### src/common/ctxe_pkg.sv
package ctxe_pkg;

  // ==========================================================
  // Register offsets (byte addresses on the plain register port)
  localparam logic [7:0] REG_EVT_CFG   = 8'h00;
  localparam logic [7:0] REG_EVT_STATE = 8'h04;
  localparam logic [7:0] REG_EVT_ACK   = 8'h08;
  localparam logic [7:0] REG_FLT_CFG   = 8'h0C;
  localparam logic [7:0] REG_CTRL      = 8'h10;
  localparam logic [7:0] REG_SCAN      = 8'h14;

  // ==========================================================
  // Register field positions
  localparam int EVT_SIZE_LSB   = 16;
  localparam int FLT_SIZE_LSB   = 16;
  localparam int ST_GET_LSB     = 8;
  localparam int ST_PUT_LSB     = 16;
  localparam int ST_FULL_BIT    = 24;
  localparam int ST_DROP_BIT    = 25;
  localparam int CTRL_NORT_BIT  = 0;
  localparam int ACK_BIT        = 0;
  localparam int SCAN_ACT_LSB   = 8;
  localparam int SCAN_HIT_BIT   = 16;
  localparam int SCAN_BUSY_BIT  = 17;

  // ==========================================================
  // Event record layout
  localparam int W0_ESI_BIT   = 31;
  localparam int W0_XTD_BIT   = 30;
  localparam int W0_RTR_BIT   = 29;
  localparam int STD_ID_LSB   = 18;
  localparam int W1_TAG_LSB   = 24;
  localparam int W1_KIND_LSB  = 22;
  localparam int W1_FD_BIT    = 21;
  localparam int W1_BRS_BIT   = 20;
  localparam int W1_DLC_LSB   = 16;
  localparam logic [1:0] KIND_TX     = 2'h1;
  localparam logic [1:0] KIND_CANCEL = 2'h2;

  // ==========================================================
  // Standard filter element coding
  localparam int FLT_MAX = 128;
  localparam logic [1:0] FT_RANGE   = 2'h0;
  localparam logic [1:0] FT_DUAL    = 2'h1;
  localparam logic [1:0] FT_CLASSIC = 2'h2;
  localparam logic [2:0] FA_OFF     = 3'h0;
  localparam logic [2:0] FA_DEDIC   = 3'h7;

  // Transmit completion report from the protocol engine
  typedef struct packed {
    logic        err_passive;
    logic        extended_id_flag;
    logic        remote_request_flag;
    logic [28:0] id;
    logic [7:0]  tag;
    logic        cancel;
    logic        fd;
    logic        rate_switch_flag;
    logic [3:0]  dlc;
  } ctxe_evt_type;

  // Report plus stamp taken at start of frame
  typedef struct packed {
    ctxe_evt_type evt;
    logic [15:0]  stamp;
  } ctxe_rec_type;

  // Decoded standard filter element
  typedef struct packed {
    logic [1:0]  ftype;
    logic [2:0]  action;
    logic [10:0] id_a;
    logic [10:0] id_b;
  } ctxe_flt_type;

endpackage : ctxe_pkg

### src/design/ctxe_writer.sv
`timescale 1ns/1ps
`default_nettype none

// ============================================================
// Event buffer between protocol engine and record writer
module ctxe_fifo #(
  parameter int W     = 8,
  parameter int DEPTH = 8
) (
  input  wire logic         ref_clk,
  input  wire logic         rst_n,
  input  wire logic         ce,
  input  wire logic         in_valid,
  output logic              in_ready,
  input  wire logic [W-1:0] in_data,
  output logic              out_valid,
  input  wire logic         out_ready,
  output logic [W-1:0]      out_data
);
  localparam int AW = $clog2(DEPTH);
  localparam int CW = $clog2(DEPTH + 1);

  if (DEPTH < 2 || (DEPTH & (DEPTH - 1)) != 0)
    $error("ctxe_fifo: DEPTH must be a power of two of at least 2");

  logic [W-1:0]  mem [DEPTH];
  logic [AW-1:0] wptr_r;
  logic [AW-1:0] rptr_r;
  logic [CW-1:0] cnt_r;
  logic [CW-1:0] cnt_nxt;
  logic          push;
  logic          pop;

  assign push     = in_valid && in_ready;
  assign pop      = out_valid && out_ready;
  assign out_data = mem[rptr_r];

  // Fill count; flags are registered so ready never loops back
  always_comb begin
    cnt_nxt = cnt_r;
    if (push && !pop) cnt_nxt = cnt_r + CW'(1);
    if (pop && !push) cnt_nxt = cnt_r - CW'(1);
  end

  always_ff @(posedge ref_clk) begin
    if (!rst_n) begin
      wptr_r    <= '0;
      rptr_r    <= '0;
      cnt_r     <= '0;
      in_ready  <= 1'b0;
      out_valid <= 1'b0;
    end else if (ce) begin
      if (push) wptr_r <= wptr_r + AW'(1);
      if (pop)  rptr_r <= rptr_r + AW'(1);
      cnt_r     <= cnt_nxt;
      in_ready  <= (cnt_nxt != CW'(DEPTH));
      out_valid <= (cnt_nxt != '0);
    end
  end

  // Storage has no reset; only entries below the count are read
  always_ff @(posedge ref_clk) begin
    if (ce && push) mem[wptr_r] <= in_data;
  end
endmodule : ctxe_fifo

// ============================================================
// Tx event record writer with standard filter list scanner
module ctxe_writer #(
  parameter int RAM_AW    = 16,
  parameter int EVT_MAX   = 32,
  parameter int BUF_DEPTH = 8
) (
  input  wire logic                  ref_clk,
  input  wire logic                  rst_n,
  input  wire logic                  ce,
  input  wire logic [7:0]            reg_addr,
  input  wire logic [31:0]           reg_wdata,
  input  wire logic                  reg_wr,
  input  wire logic                  reg_rd,
  output logic [31:0]                reg_rdata,
  input  wire logic                  tx_sof,
  input  wire logic [15:0]           stamp_value,
  input  wire logic                  tx_done,
  input  wire ctxe_pkg::ctxe_evt_type tx_evt,
  output logic                       tx_evt_ready,
  input  wire logic                  scan_start,
  input  wire logic [10:0]           scan_id,
  output logic                       scan_done,
  output logic                       scan_hit,
  output logic [6:0]                 scan_index,
  output logic [2:0]                 scan_action,
  output logic [RAM_AW-1:0]          ram_addr,
  output logic [31:0]                ram_wdata,
  output logic                       ram_we,
  output logic                       ram_re,
  input  wire logic [31:0]           ram_rdata
);
  import ctxe_pkg::*;

  localparam int RW = $bits(ctxe_rec_type);

  if (EVT_MAX < 1 || EVT_MAX > 32 || RAM_AW < 8 || RAM_AW > 16)
    $error("ctxe_writer: EVT_MAX 1..32 and RAM_AW 8..16 only");

  typedef enum logic [1:0] {WR_IDLE, WR_WORD1, WR_COMMIT} ctxe_wst_type;
  typedef enum logic [1:0] {SC_IDLE, SC_READ, SC_WAIT, SC_EVAL}
    ctxe_sst_type;

  // ==========================================================
  // Record encoding and filter decoding
  function automatic logic [31:0] word0(input ctxe_rec_type r);
    logic [31:0] w;
    w = '0;
    w[W0_ESI_BIT] = r.evt.err_passive;
    w[W0_XTD_BIT] = r.evt.extended_id_flag;
    w[W0_RTR_BIT] = r.evt.remote_request_flag;
    if (r.evt.extended_id_flag) w[28:0] = r.evt.id;
    else w[28:STD_ID_LSB] = r.evt.id[10:0];
    return w;
  endfunction : word0

  function automatic logic [31:0] word1(input ctxe_rec_type r,
                                        input logic no_rt);
    logic [31:0] w;
    w = '0;
    w[W1_TAG_LSB +: 8] = r.evt.tag;
    w[W1_KIND_LSB +: 2] = (no_rt || r.evt.cancel) ?
                          KIND_CANCEL : KIND_TX;
    w[W1_FD_BIT]  = r.evt.fd;
    w[W1_BRS_BIT] = r.evt.rate_switch_flag;
    w[W1_DLC_LSB +: 4] = r.evt.dlc;
    w[15:0] = r.stamp;
    return w;
  endfunction : word1

  function automatic ctxe_flt_type flt_dec(input logic [31:0] e);
    ctxe_flt_type f;
    f.ftype  = e[31:30];
    f.action = e[29:27];
    f.id_a   = e[26:16];
    f.id_b   = e[10:0];
    return f;
  endfunction : flt_dec

  // Enabled element matching the id; a dedicated-buffer entry ignores type
  function automatic logic flt_hit(input ctxe_flt_type f,
                                   input logic [10:0] id);
    logic m;
    m = 1'b0;
    case (f.ftype)
      FT_RANGE:   m = (id >= f.id_a) && (id <= f.id_b);
      FT_DUAL:    m = (id == f.id_a) || (id == f.id_b);
      FT_CLASSIC: m = ((id ^ f.id_a) & f.id_b) == 11'h000;
      default:    m = 1'b0;
    endcase
    if (f.action == FA_DEDIC) m = (id == f.id_a);
    return m && (f.action != FA_OFF);
  endfunction : flt_hit

  // ==========================================================
  // Configuration registers
  logic [RAM_AW-1:0] evt_base_r;
  logic [5:0]        evt_size_r;
  logic [RAM_AW-1:0] flt_base_r;
  logic [7:0]        flt_size_r;
  logic              no_rt_r;
  logic              wr_cfg;

  assign wr_cfg = ce && reg_wr;

  always_ff @(posedge ref_clk) begin
    if (!rst_n) begin
      evt_base_r <= '0;
      evt_size_r <= '0;
      flt_base_r <= '0;
      flt_size_r <= '0;
      no_rt_r    <= 1'b0;
    end else if (wr_cfg) begin
      case (reg_addr)
        REG_EVT_CFG: begin
          evt_base_r <= reg_wdata[RAM_AW-1:0];
          evt_size_r <= reg_wdata[EVT_SIZE_LSB +: 6];
        end
        REG_FLT_CFG: begin
          flt_base_r <= reg_wdata[RAM_AW-1:0];
          flt_size_r <= reg_wdata[FLT_SIZE_LSB +: 8];
        end
        REG_CTRL: no_rt_r <= reg_wdata[CTRL_NORT_BIT];
        default: ;
      endcase
    end
  end

  // Ring depth limited to what the indices can hold
  logic [5:0] ring_len;
  logic [7:0] flt_len;
  assign ring_len = (evt_size_r > 6'(EVT_MAX)) ? 6'(EVT_MAX) : evt_size_r;
  assign flt_len  = (flt_size_r > 8'(FLT_MAX)) ? 8'(FLT_MAX)
                                               : flt_size_r;

  // ==========================================================
  // Stamp capture and event buffer
  logic [15:0]  stamp_r;
  ctxe_rec_type in_rec;
  ctxe_rec_type cur;
  logic         buf_valid;
  logic         buf_ready;
  logic         wr_go;
  logic         drop_r;

  // Stamp latched at start of frame, paired with that frame's report
  always_ff @(posedge ref_clk) begin
    if (!rst_n) stamp_r <= '0;
    else if (ce && tx_sof) stamp_r <= stamp_value;
  end

  assign in_rec.evt   = tx_evt;
  assign in_rec.stamp = stamp_r;

  // One FIFO keeps records strictly in completion order
  ctxe_fifo #(.W(RW), .DEPTH(BUF_DEPTH)) u_buf (
    .ref_clk   (ref_clk),
    .rst_n     (rst_n),
    .ce        (ce),
    .in_valid  (tx_done),
    .in_ready  (buf_ready),
    .in_data   (in_rec),
    .out_valid (buf_valid),
    .out_ready (wr_go),
    .out_data  (cur)
  );

  assign tx_evt_ready = buf_ready;

  // ==========================================================
  // Record writer and ring indices
  ctxe_wst_type      wst_r;
  ctxe_rec_type      hold_r;
  logic [4:0]        put_r;
  logic [4:0]        get_r;
  logic [5:0]        fill_r;
  logic              ack;
  logic              commit;
  logic              ring_room;

  assign ring_room = (ring_len != '0) && (fill_r < ring_len);
  assign wr_go  = ce && (wst_r == WR_IDLE) && buf_valid && ring_room;
  assign commit = ce && (wst_r == WR_COMMIT);
  assign ack    = wr_cfg && (reg_addr == REG_EVT_ACK) &&
                  reg_wdata[ACK_BIT] && (fill_r != '0);

  always_ff @(posedge ref_clk) begin
    if (!rst_n) begin
      wst_r  <= WR_IDLE;
      hold_r <= '0;
    end else if (ce) begin
      case (wst_r)
        WR_IDLE:   if (wr_go) begin
          hold_r <= cur;
          wst_r  <= WR_WORD1;
        end
        WR_WORD1:  wst_r <= WR_COMMIT;
        WR_COMMIT: wst_r <= WR_IDLE;
        default:   wst_r <= WR_IDLE;
      endcase
    end
  end

  // Put moves only after the second word is on the port
  always_ff @(posedge ref_clk) begin
    if (!rst_n) begin
      put_r  <= '0;
      get_r  <= '0;
      fill_r <= '0;
    end else if (ce) begin
      if (commit)
        put_r <= (put_r + 5'h01 == ring_len[4:0] || put_r == 5'h1F)
                 ? 5'h00 : put_r + 5'h01;
      if (ack)
        get_r <= (get_r + 5'h01 == ring_len[4:0] || get_r == 5'h1F)
                 ? 5'h00 : get_r + 5'h01;
      if (commit && !ack) fill_r <= fill_r + 6'h01;
      if (ack && !commit) fill_r <= fill_r - 6'h01;
    end
  end

  // Lost report when the source ignores back-pressure; set beats clear
  always_ff @(posedge ref_clk) begin
    if (!rst_n) drop_r <= 1'b0;
    else if (ce) begin
      if (tx_done && !buf_ready) drop_r <= 1'b1;
      else if (reg_wr && reg_addr == REG_EVT_STATE &&
               reg_wdata[ST_DROP_BIT]) drop_r <= 1'b0;
    end
  end

  // ==========================================================
  // Standard filter list scanner
  ctxe_sst_type sst_r;
  logic [6:0]   sidx_r;
  logic [10:0]  sid_r;
  logic         scan_issue;
  ctxe_flt_type fel;
  logic         last_el;

  assign scan_issue = ce && (sst_r == SC_READ) && (wst_r == WR_IDLE) &&
                      !wr_go;
  assign fel     = flt_dec(ram_rdata);
  assign last_el = ({1'b0, sidx_r} + 8'h01) >= flt_len;

  always_ff @(posedge ref_clk) begin
    if (!rst_n) begin
      sst_r       <= SC_IDLE;
      sidx_r      <= '0;
      sid_r       <= '0;
      scan_done   <= 1'b0;
      scan_hit    <= 1'b0;
      scan_index  <= '0;
      scan_action <= '0;
    end else if (ce) begin
      scan_done <= 1'b0;
      case (sst_r)
        SC_IDLE: if (scan_start) begin
          sid_r  <= scan_id;
          sidx_r <= '0;
          if (flt_len == '0) begin
            scan_done <= 1'b1;
            scan_hit  <= 1'b0;
          end else begin
            sst_r <= SC_READ;
          end
        end
        SC_READ: if (scan_issue) sst_r <= SC_WAIT;
        SC_WAIT: sst_r <= SC_EVAL;
        SC_EVAL: begin
          if (flt_hit(fel, sid_r) || last_el) begin
            scan_done   <= 1'b1;
            scan_hit    <= flt_hit(fel, sid_r);
            scan_index  <= sidx_r;
            scan_action <= fel.action;
            sst_r       <= SC_IDLE;
          end else begin
            sidx_r <= sidx_r + 7'h01;
            sst_r  <= SC_READ;
          end
        end
        default: sst_r <= SC_IDLE;
      endcase
    end
  end

  // ==========================================================
  // Message RAM port; writer has priority over the scanner
  always_ff @(posedge ref_clk) begin
    if (!rst_n) begin
      ram_addr  <= '0;
      ram_wdata <= '0;
      ram_we    <= 1'b0;
      ram_re    <= 1'b0;
    end else if (ce) begin
      ram_we <= 1'b0;
      ram_re <= 1'b0;
      if (wr_go) begin
        ram_we    <= 1'b1;
        ram_addr  <= evt_base_r + RAM_AW'({put_r, 1'b0});
        ram_wdata <= word0(cur);
      end else if (wst_r == WR_WORD1) begin
        ram_we    <= 1'b1;
        ram_addr  <= evt_base_r + RAM_AW'({put_r, 1'b1});
        ram_wdata <= word1(hold_r, no_rt_r);
      end else if (scan_issue) begin
        ram_re   <= 1'b1;
        ram_addr <= flt_base_r + RAM_AW'(sidx_r);
      end
    end
  end

  // ==========================================================
  // Register read port; data stand only in the cycle after the strobe
  always_ff @(posedge ref_clk) begin
    if (!rst_n) reg_rdata <= '0;
    else if (ce) begin
      reg_rdata <= '0;
      if (reg_rd) begin
        case (reg_addr)
          REG_EVT_CFG:
            reg_rdata <= {10'h000, evt_size_r, 16'(evt_base_r)};
          REG_EVT_STATE: begin
            reg_rdata[5:0]              <= fill_r;
            reg_rdata[ST_GET_LSB +: 5]  <= get_r;
            reg_rdata[ST_PUT_LSB +: 5]  <= put_r;
            reg_rdata[ST_FULL_BIT]      <= !ring_room;
            reg_rdata[ST_DROP_BIT]      <= drop_r;
          end
          REG_FLT_CFG:
            reg_rdata <= {8'h00, flt_size_r, 16'(flt_base_r)};
          REG_CTRL: reg_rdata[CTRL_NORT_BIT] <= no_rt_r;
          REG_SCAN: begin
            reg_rdata[6:0]                <= scan_index;
            reg_rdata[SCAN_ACT_LSB +: 3]  <= scan_action;
            reg_rdata[SCAN_HIT_BIT]       <= scan_hit;
            reg_rdata[SCAN_BUSY_BIT]      <= (sst_r != SC_IDLE);
          end
          default: reg_rdata <= '0;
        endcase
      end
    end
  end
endmodule : ctxe_writer

`default_nettype wire

### config.mk
export PLATFORM = sky130hd
export DESIGN_NAME = ctxe_writer
export DESIGN_NICKNAME = d
export VERILOG_FILES = /design/src/common/ctxe_pkg.sv /design/src/design/ctxe_writer.sv
export SDC_FILE = /design/constraint.sdc
export NUM_CORES = 1
export LEC_CHECK = 0
export BUFFER_PORTS_ARGS = -buffer_cell sky130_fd_sc_hd__buf_2
export CAP_MARGIN = 10
export CORE_MARGIN = 2
export CORE_UTILIZATION = 26
export DETAILED_ROUTE_END_ITERATION = 7
export HOLD_SLACK_MARGIN = 0.05
export PLACE_DENSITY_LB_ADDON = 0.1
export SYNTH_ARGS = -nofsm -noshare
export SYNTH_HDL_FRONTEND = slang
export SYNTH_SLANG_ARGS = --single-unit
### constraint.sdc
create_clock -name ref_clk -period 14.35 [get_ports ref_clk]
set_input_delay 1.435 -clock ref_clk [delete_from_list [all_inputs] [get_ports ref_clk]]
set_output_delay 1.435 -clock ref_clk [all_outputs]
set_load 0.05 [all_outputs]
-- Yosys cells after proc, flatten, opt, wreduce, memory -nomap -nowiden
Memory sizes are Yosys's and may differ from the RTL's. A register that Yosys moved wholly into a read port is not among the register bits.
Index checks and enable logic that the tools add are counted.
- output and inout port bits: 95
- register bits after elaboration: 239
- bits in latches: 0
- RAM bits: 504
- input bits: 154
- memories kept: 1
- ROM bits: 0
- memories (memory ; words ; width ; read ports ; clocked after Yosys merged registers in ; wr ports ; RTL line ; source):
    u_buf.mem ; 8 ; 63 ; 1 ; 1 ; 1 ; ctxe_writer.sv:26 ; logic [W-1:0] mem [DEPTH];
- muxes and demuxes: 66
- reduce and logical (&&, ||, !) cells: 72
- div/mod/pow operators: 0
- $lt $le $gt $ge: 6
- multipliers: 0
- add/subtract/negate cells: 13
- bitwise logic cells: 2
- eq/ne operators: 27
- shift-type cells: 0
- operators with widths (kind ; count):
    2-to-1 mux 32 bit ; 2
    2-to-1 mux 16 bit ; 3
    adder 16 x 6 -> 16 bit ; 2
    logical AND 1 bit ; 26
    2-to-1 mux 26 bit ; 1
    2-to-1 mux 1 bit ; 24
    AND reduction 2 bit ; 12
    == test 11 bit ; 2
    one-hot mux 5 bit (4 select lines) ; 1
    2-to-1 mux 18 bit ; 1
    2-to-1 mux 6 bit ; 3
    adder 16 x 7 -> 16 bit ; 1
    == test 8 x 4 -> 1 bit (second input constant) ; 2
    == test 8 x 5 -> 1 bit (second input constant) ; 2
    zero test 8 bit ; 2
    one-hot mux 2 bit (4 select lines) ; 2
    2-to-1 mux 7 bit ; 2
    one-hot mux 7 bit (2 select lines) ; 1
    2-to-1 mux 2 bit ; 6
    inequality test 2 bit (second input constant) ; 6
    one-hot mux 3 bit (2 select lines) ; 2
    one-hot mux 3 bit (4 select lines) ; 1
    nonzero test 6 bit ; 2
    bitwise AND 11 bit ; 1
    44 further kinds ; 79

-- Longest topological paths before layout
- depth after elaboration: 17
- depth in mapped cells: 14
- mapped depth without buffers: 13

-- Modules after synthesis
A second synthesis with hierarchy kept.
- cells, all modules: 2327
- area total of the unflattened synthesis: 31670.4 um^2
- modules (own cells, without submodules) (module ; times used ; seq. area each (um^2) ; cells each ; area an instance (um^2)):
    ctxe_fifo ; 1 ; 15434.8 ; 824 ; 19713.9
    ctxe_writer ; 1 ; 4424.2 ; 1503 ; 11956.5

-- Least setup slack after synthesis
OpenSTA, ideal clock, no wires.
- path type: input to register
- start: input port ce
- end: memory u_buf.mem[1][0] in the netlist's numbering, enable pin
- library setup time: 0.562 ns
- arrival time: 6.651 ns
- cell stages on the path: 5
- setup slack: 7.138 ns
- path buffers: 3
- path through: buf_2 clkbuf_1 buf_1 nand4_1 nor3_1
- cells in the longest elaborated chain, start to end: 3
- RTL lines (item ; RTL line ; source):
    start, declared ; ctxe_writer.sv:76 ; input wire logic ce,
    logical AND 1 bit ; ctxe_writer.sv:63 ; if (ce && push) mem[wptr_r] <= in_data;
    2-to-1 mux 1 bit ; ctxe_writer.sv:63 ;
    2-to-1 mux 1 bit (implied by the code) ; ctxe_writer.sv:63 ;
    end, declared ; ctxe_writer.sv:26 ;
No other way between the ends.

-- Worst setup path after layout
- start: input port ce
- end: register ram_wdata[1]
- cells in the longest elaborated chain, start to end: 5
- elaborated cells on any way between the ends: 6
- RTL lines (item ; RTL line ; source):
    logical AND 1 bit (3 in a row) ; ctxe_writer.sv:248 ; assign wr_go = ce && (wst_r == WR_IDLE) && buf_valid && ring_room;
    nonzero test 2 bit (no line) ; -- ;
    AND reduction 2 bit (no line) ; -- ;
    end signal, assigned ; ctxe_writer.sv:367 ; ram_wdata <= word0(cur);
    end signal, assigned ; ctxe_writer.sv:371 ; ram_wdata <= word1(hold_r, no_rt_r);
    end, declared ; ctxe_writer.sv:94 ; output logic [31:0] ram_wdata,
Parallel ways exist; a longest one is shown, timed or not.
A chain may end at the register's enable or synchronous reset.

==> summary by stage <==
Clocking
TritonCTS built the clock tree. Counting the buffers created by CTS gives 88. In this run the post-CTS setup repair buffer count came out at 0. The clock sink total is 740. Once the clock tree was built, the resizer swapped 0 gates to a different size. The root buffer cell is clkbuf_16. The number of hold-repair buffers added at the cts stage is 0.

The number of buffers on the longest clock path is 3. The level count of the clock H-tree is 3. Clock-pin slew was measured on the worst setup and hold paths at 0.06 ns. The later pin in the worst-skew pair is clocked with a latency of 0.68 ns.

STA
Based on the critical path, the design can be clocked at up to 223.0 MHz. For the final routed database, the setup TNS stands at 0 ns. Measured against its own limit, the worst slew margin works out to 0.2087. The final critical-path share of the clock period is 0.3125. The final count of pins violating max slew is 0. Final hold analysis gives a worst-case slack of 0.4622 ns. Setup repair after global routing left no endpoint under its margin. At the pin with the least slew margin, the transition time is 1.184 ns. The setup skew after layout is 0.04556 ns. The smallest clock period supported by the final layout is computed as 4.484 ns. The final number of setup-violating endpoints is 0. The hold violation count in the final report is 0.

Worst setup path
The register-to-register path setup slack is 10.36 ns. The critical path launch point type is a primary input. The cell that appears most often on the critical path is buf_4.

The kind of end point of the critical path is a register. The logic depth of the worst register-to-register path is 11. The worst register-to-register path begins at evt_size_r[5]$_SDFFE_PN0P_.

The worst path required time is 14.94 ns. The critical path ends at ram_wdata[1]$_SDFFE_PN0P_. Data on the critical path arrives at its endpoint at 5.08 ns. The cell with the biggest individual delay on the critical path is nand2b_1.

Tracing the worst setup path back leads to its startpoint at ce. The largest fanout on the critical path is 48. In this run the critical register-to-register path is captured at ram_wdata[1]$_SDFFE_PN0P_. The classification of the worst setup path is primary input to register. The critical path goes through buf_2, buf_4, or3b_1, a2111oi_4, o21a_4, buf_4, nand2b_1, o211ai_1, o21ai_1, nor2_1. For this run, the slowest stage of the critical path takes 0.61 ns.

Routing
The count of vias placed by the detailed router is 20,013. In the routed design, unresolved DRC markers number 0. The routed length on met1 is 41.10 mm. The routed length on met2 is 48.63 mm. The first detailed-routing pass took 5 iterations. The detailed-route wire length per cell is 23.31 um. The count of nets left with antenna violations once routing finished came out at 0. The sum of routed wire length over all layers is 98.55 mm. The routed length on met3 is 6.253 mm. The per-cell via count in the routed design is 4.733. The highest metal layer carrying signal wires in the routed design is met5. The iteration-0 DRC count of the detailed router is 1,372.

Place
In this run the cell area measured after placement is 34,350 sq um. The count of buffers added on input and output ports is 230. The post-placement cell count is 4,055. Routability-driven placement finished with a final weighted congestion of 0.8424.

Summed over all nets, the half-perimeter wirelength after detailed placement is 63.14 mm.

Cells and area
The library cell used most frequently in the layout, excluding fill and tap cells, is edfxtp_1. The post-route non-filler standard cell count is 4,228. The library cells used most frequently in the layout, excluding fill and tap cells, are edfxtp_1, nand2_1, dfxtp_1. The area growth from synthesis to layout is 18.84%.

After the last flow step, the layout net total stands at 2,757. The post-route standard cell area excluding fillers is 37,340 sq um. The fraction of the core area covered by cells at the end of the flow is 0.3112. In the final layout, the share of cells above drive strength 1 is 0.2265.

Die
The vertical die dimension is 351.6 um. The starting utilization of the core area is 0.2619. For this design the top-level I/O count stands at 249.

After floorplanning, the core was sized to cover 120,000 sq um. The die covers 123,600 sq um. The row count is 127. In this run the horizontal extent of the chip is 351.6 um.

Pwr
The power per cell area is 124.6 nW/um^2. The static leakage is 12.43 nW. The maximum vdd ir drop is 0.09341 mV.

Global route
The first-pass GRT wire length is 143.5 mm. In the global route stage, overall resource usage came out at 0.1595. The number of antenna violations at the first check in global routing is 16. For this run the aggregate overflow at the end of global routing stands at 0. The largest net degree at the start of global routing is 91.

The number of global-route vias before repair is 20,796.

Outcome
The run finished with clean final reports.

Synth
The count of synthesis-stage warnings from yosys is 0. A synthesized cell averages 13.59 sq um. The count of unique library cells instantiated by Yosys is 82. The count of flip-flops with a built-in enable after synthesis is 504. The post-synthesis register bit count is 740. The main flop type after synthesis is edfxtp_1.

Synthesis produced 2,312 cells. The sequential fraction of the synthesis area is 0.6321. The fraction of registers with async set or reset after synthesis is 0. In this run the cell area of the synthesized design comes to 31,420 sq um.

Min path
The tightest min-delay check is of the register to register type.

Job
Across the run, the number of max-cap violations was 0.
synthesized netlist by cell type, types with 7 or more instances:
cell,n,area [sq um]
nand2b_1,18,112.6
o21ai_1,21,105.1
mux2_2,38,427.9
a211oi_1,15,112.6
mux4_2,126,2838
buf_2,30,150.1
and3_1,13,81.33
nand4_1,16,100.1
clkbuf_1,89,334.1
nand3_1,45,225.2
xnor2_1,33,289.0
ha_1,64,800.8
edfxtp_1,504,15130
o22ai_1,7,43.79
a22o_1,13,113.9
nor2_1,116,435.4
buf_4,17,127.6
xor2_1,20,175.2
a22oi_1,25,187.7
nor2b_1,14,87.58
dfxtp_1,236,4725
inv_1,59,221.5
nand2_1,293,1100
and2_1,21,131.4
nor4_1,8,50.05
a311oi_1,14,122.6
o2bb2ai_1,8,70.07
nor3_1,20,100.1
o211ai_1,40,300.3
o21a_1,7,52.55
a21oi_1,171,855.8
mux2i_1,51,510.5
o21ai_0,43,215.2
report_power, final:
part | leakage [nW] | internal [W] | total (W) | switching, W
Sequential | 6.47 | 0.00228 | 0.00229 | 0.00000903
Clock | 1.42 | 0.00132 | 0.00224 | 0.000924
Combinational | 4.54 | 0.0000362 | 0.000116 | 0.0000796
Total | 12.4 | 0.00364 | 0.00465 | 0.00101
worst min path at each step:
stage                                  from                       to  depth (start not counted)  slack (ns)
2_1_floorplan         sid_r[0]$_SDFFE_PN0P_    sid_r[0]$_SDFFE_PN0P_                          2        0.44
3_3_place_gp   u_buf.rptr_r[1]$_SDFFE_PN0P_                 register                          2        0.45
3_5_place_dp            ram_we$_SDFFE_PN0P_      ram_we$_SDFFE_PN0P_                          2        0.46
4_1_cts             hold_r[16]$_SDFFE_PN0P_  hold_r[16]$_SDFFE_PN0P_                          2        0.47
5_1_grt                 ram_we$_SDFFE_PN0P_      ram_we$_SDFFE_PN0P_                          2        0.49
6_report                ram_we$_SDFFE_PN0P_      ram_we$_SDFFE_PN0P_                          2        0.46
final cells by class:
class	instances	area, sq um
fillers	11999	82640
repair buffers	270	1463
multi-input cells	1375	10800
clock inverters	35	419.2
inverters	60	230.2
flip-flops and latches	740	19870
clock buffers	129	2521
diodes	7	17.52
well taps	1612	2017
per-layer routing:
layer,vias to the layer above,GRT usage
li1,9229,-
met1,10146,0.1986
met2,476,0.2762
met3,150,0.03687
met4,12,0.04326
met5,-,0
sequential cells by signal, summed over array words and instances, names as in the netlist, 4 cells and up, named ones only:
signal,cells
flt_size_r,8
u_buf.cnt_r,4
get_r,5
evt_size_r,6
reg_rdata,26
evt_base_r,16
stamp_r,16
hold_r,31
put_r,5
flt_base_r,16
scan_index,7
ram_wdata,32
sidx_r,7
ram_addr,16
u_buf.mem,504
sid_r,11
fill_r,6
logic make-up (layout without fill, tap and decap cells):
group | after synthesis | count (layout) | synth area share
AND/OR/NAND/NOR | 594 | 594 | 0.08570
adder cells (fa/ha/maj) | 68 | 68 | 0.02804
flip-flops | 740 | 740 | 0.6321
multiplexers | 215 | 215 | 0.1202
AO/OA/AOI/OAI | 439 | 439 | 0.09148
XOR/XNOR | 53 | 53 | 0.01478
buffers and inverters | 202 | 494 | 0.02760
other | 1 | 13 | 0.0001194
critical path: cells and delay by family:
family	cells	cell delay, ns
buffers and inverters	3	1.00
AOI/OAI and AO/OA	4	1.37
and+or+nand+nor	3	1.19
stage by stage:
step | total power (W) | worst slack, ns
6_report | 0.004652 | 9.866
2_1_floorplan | 0.002395 | 7.138
3_3_place_gp | 0.002455 | 9.173
5_1_grt | 0.004824 | 9.570
3_5_place_dp | 0.002458 | 9.137
4_1_cts | 0.004735 | 9.852
Power figures use the tool's default switching activity.
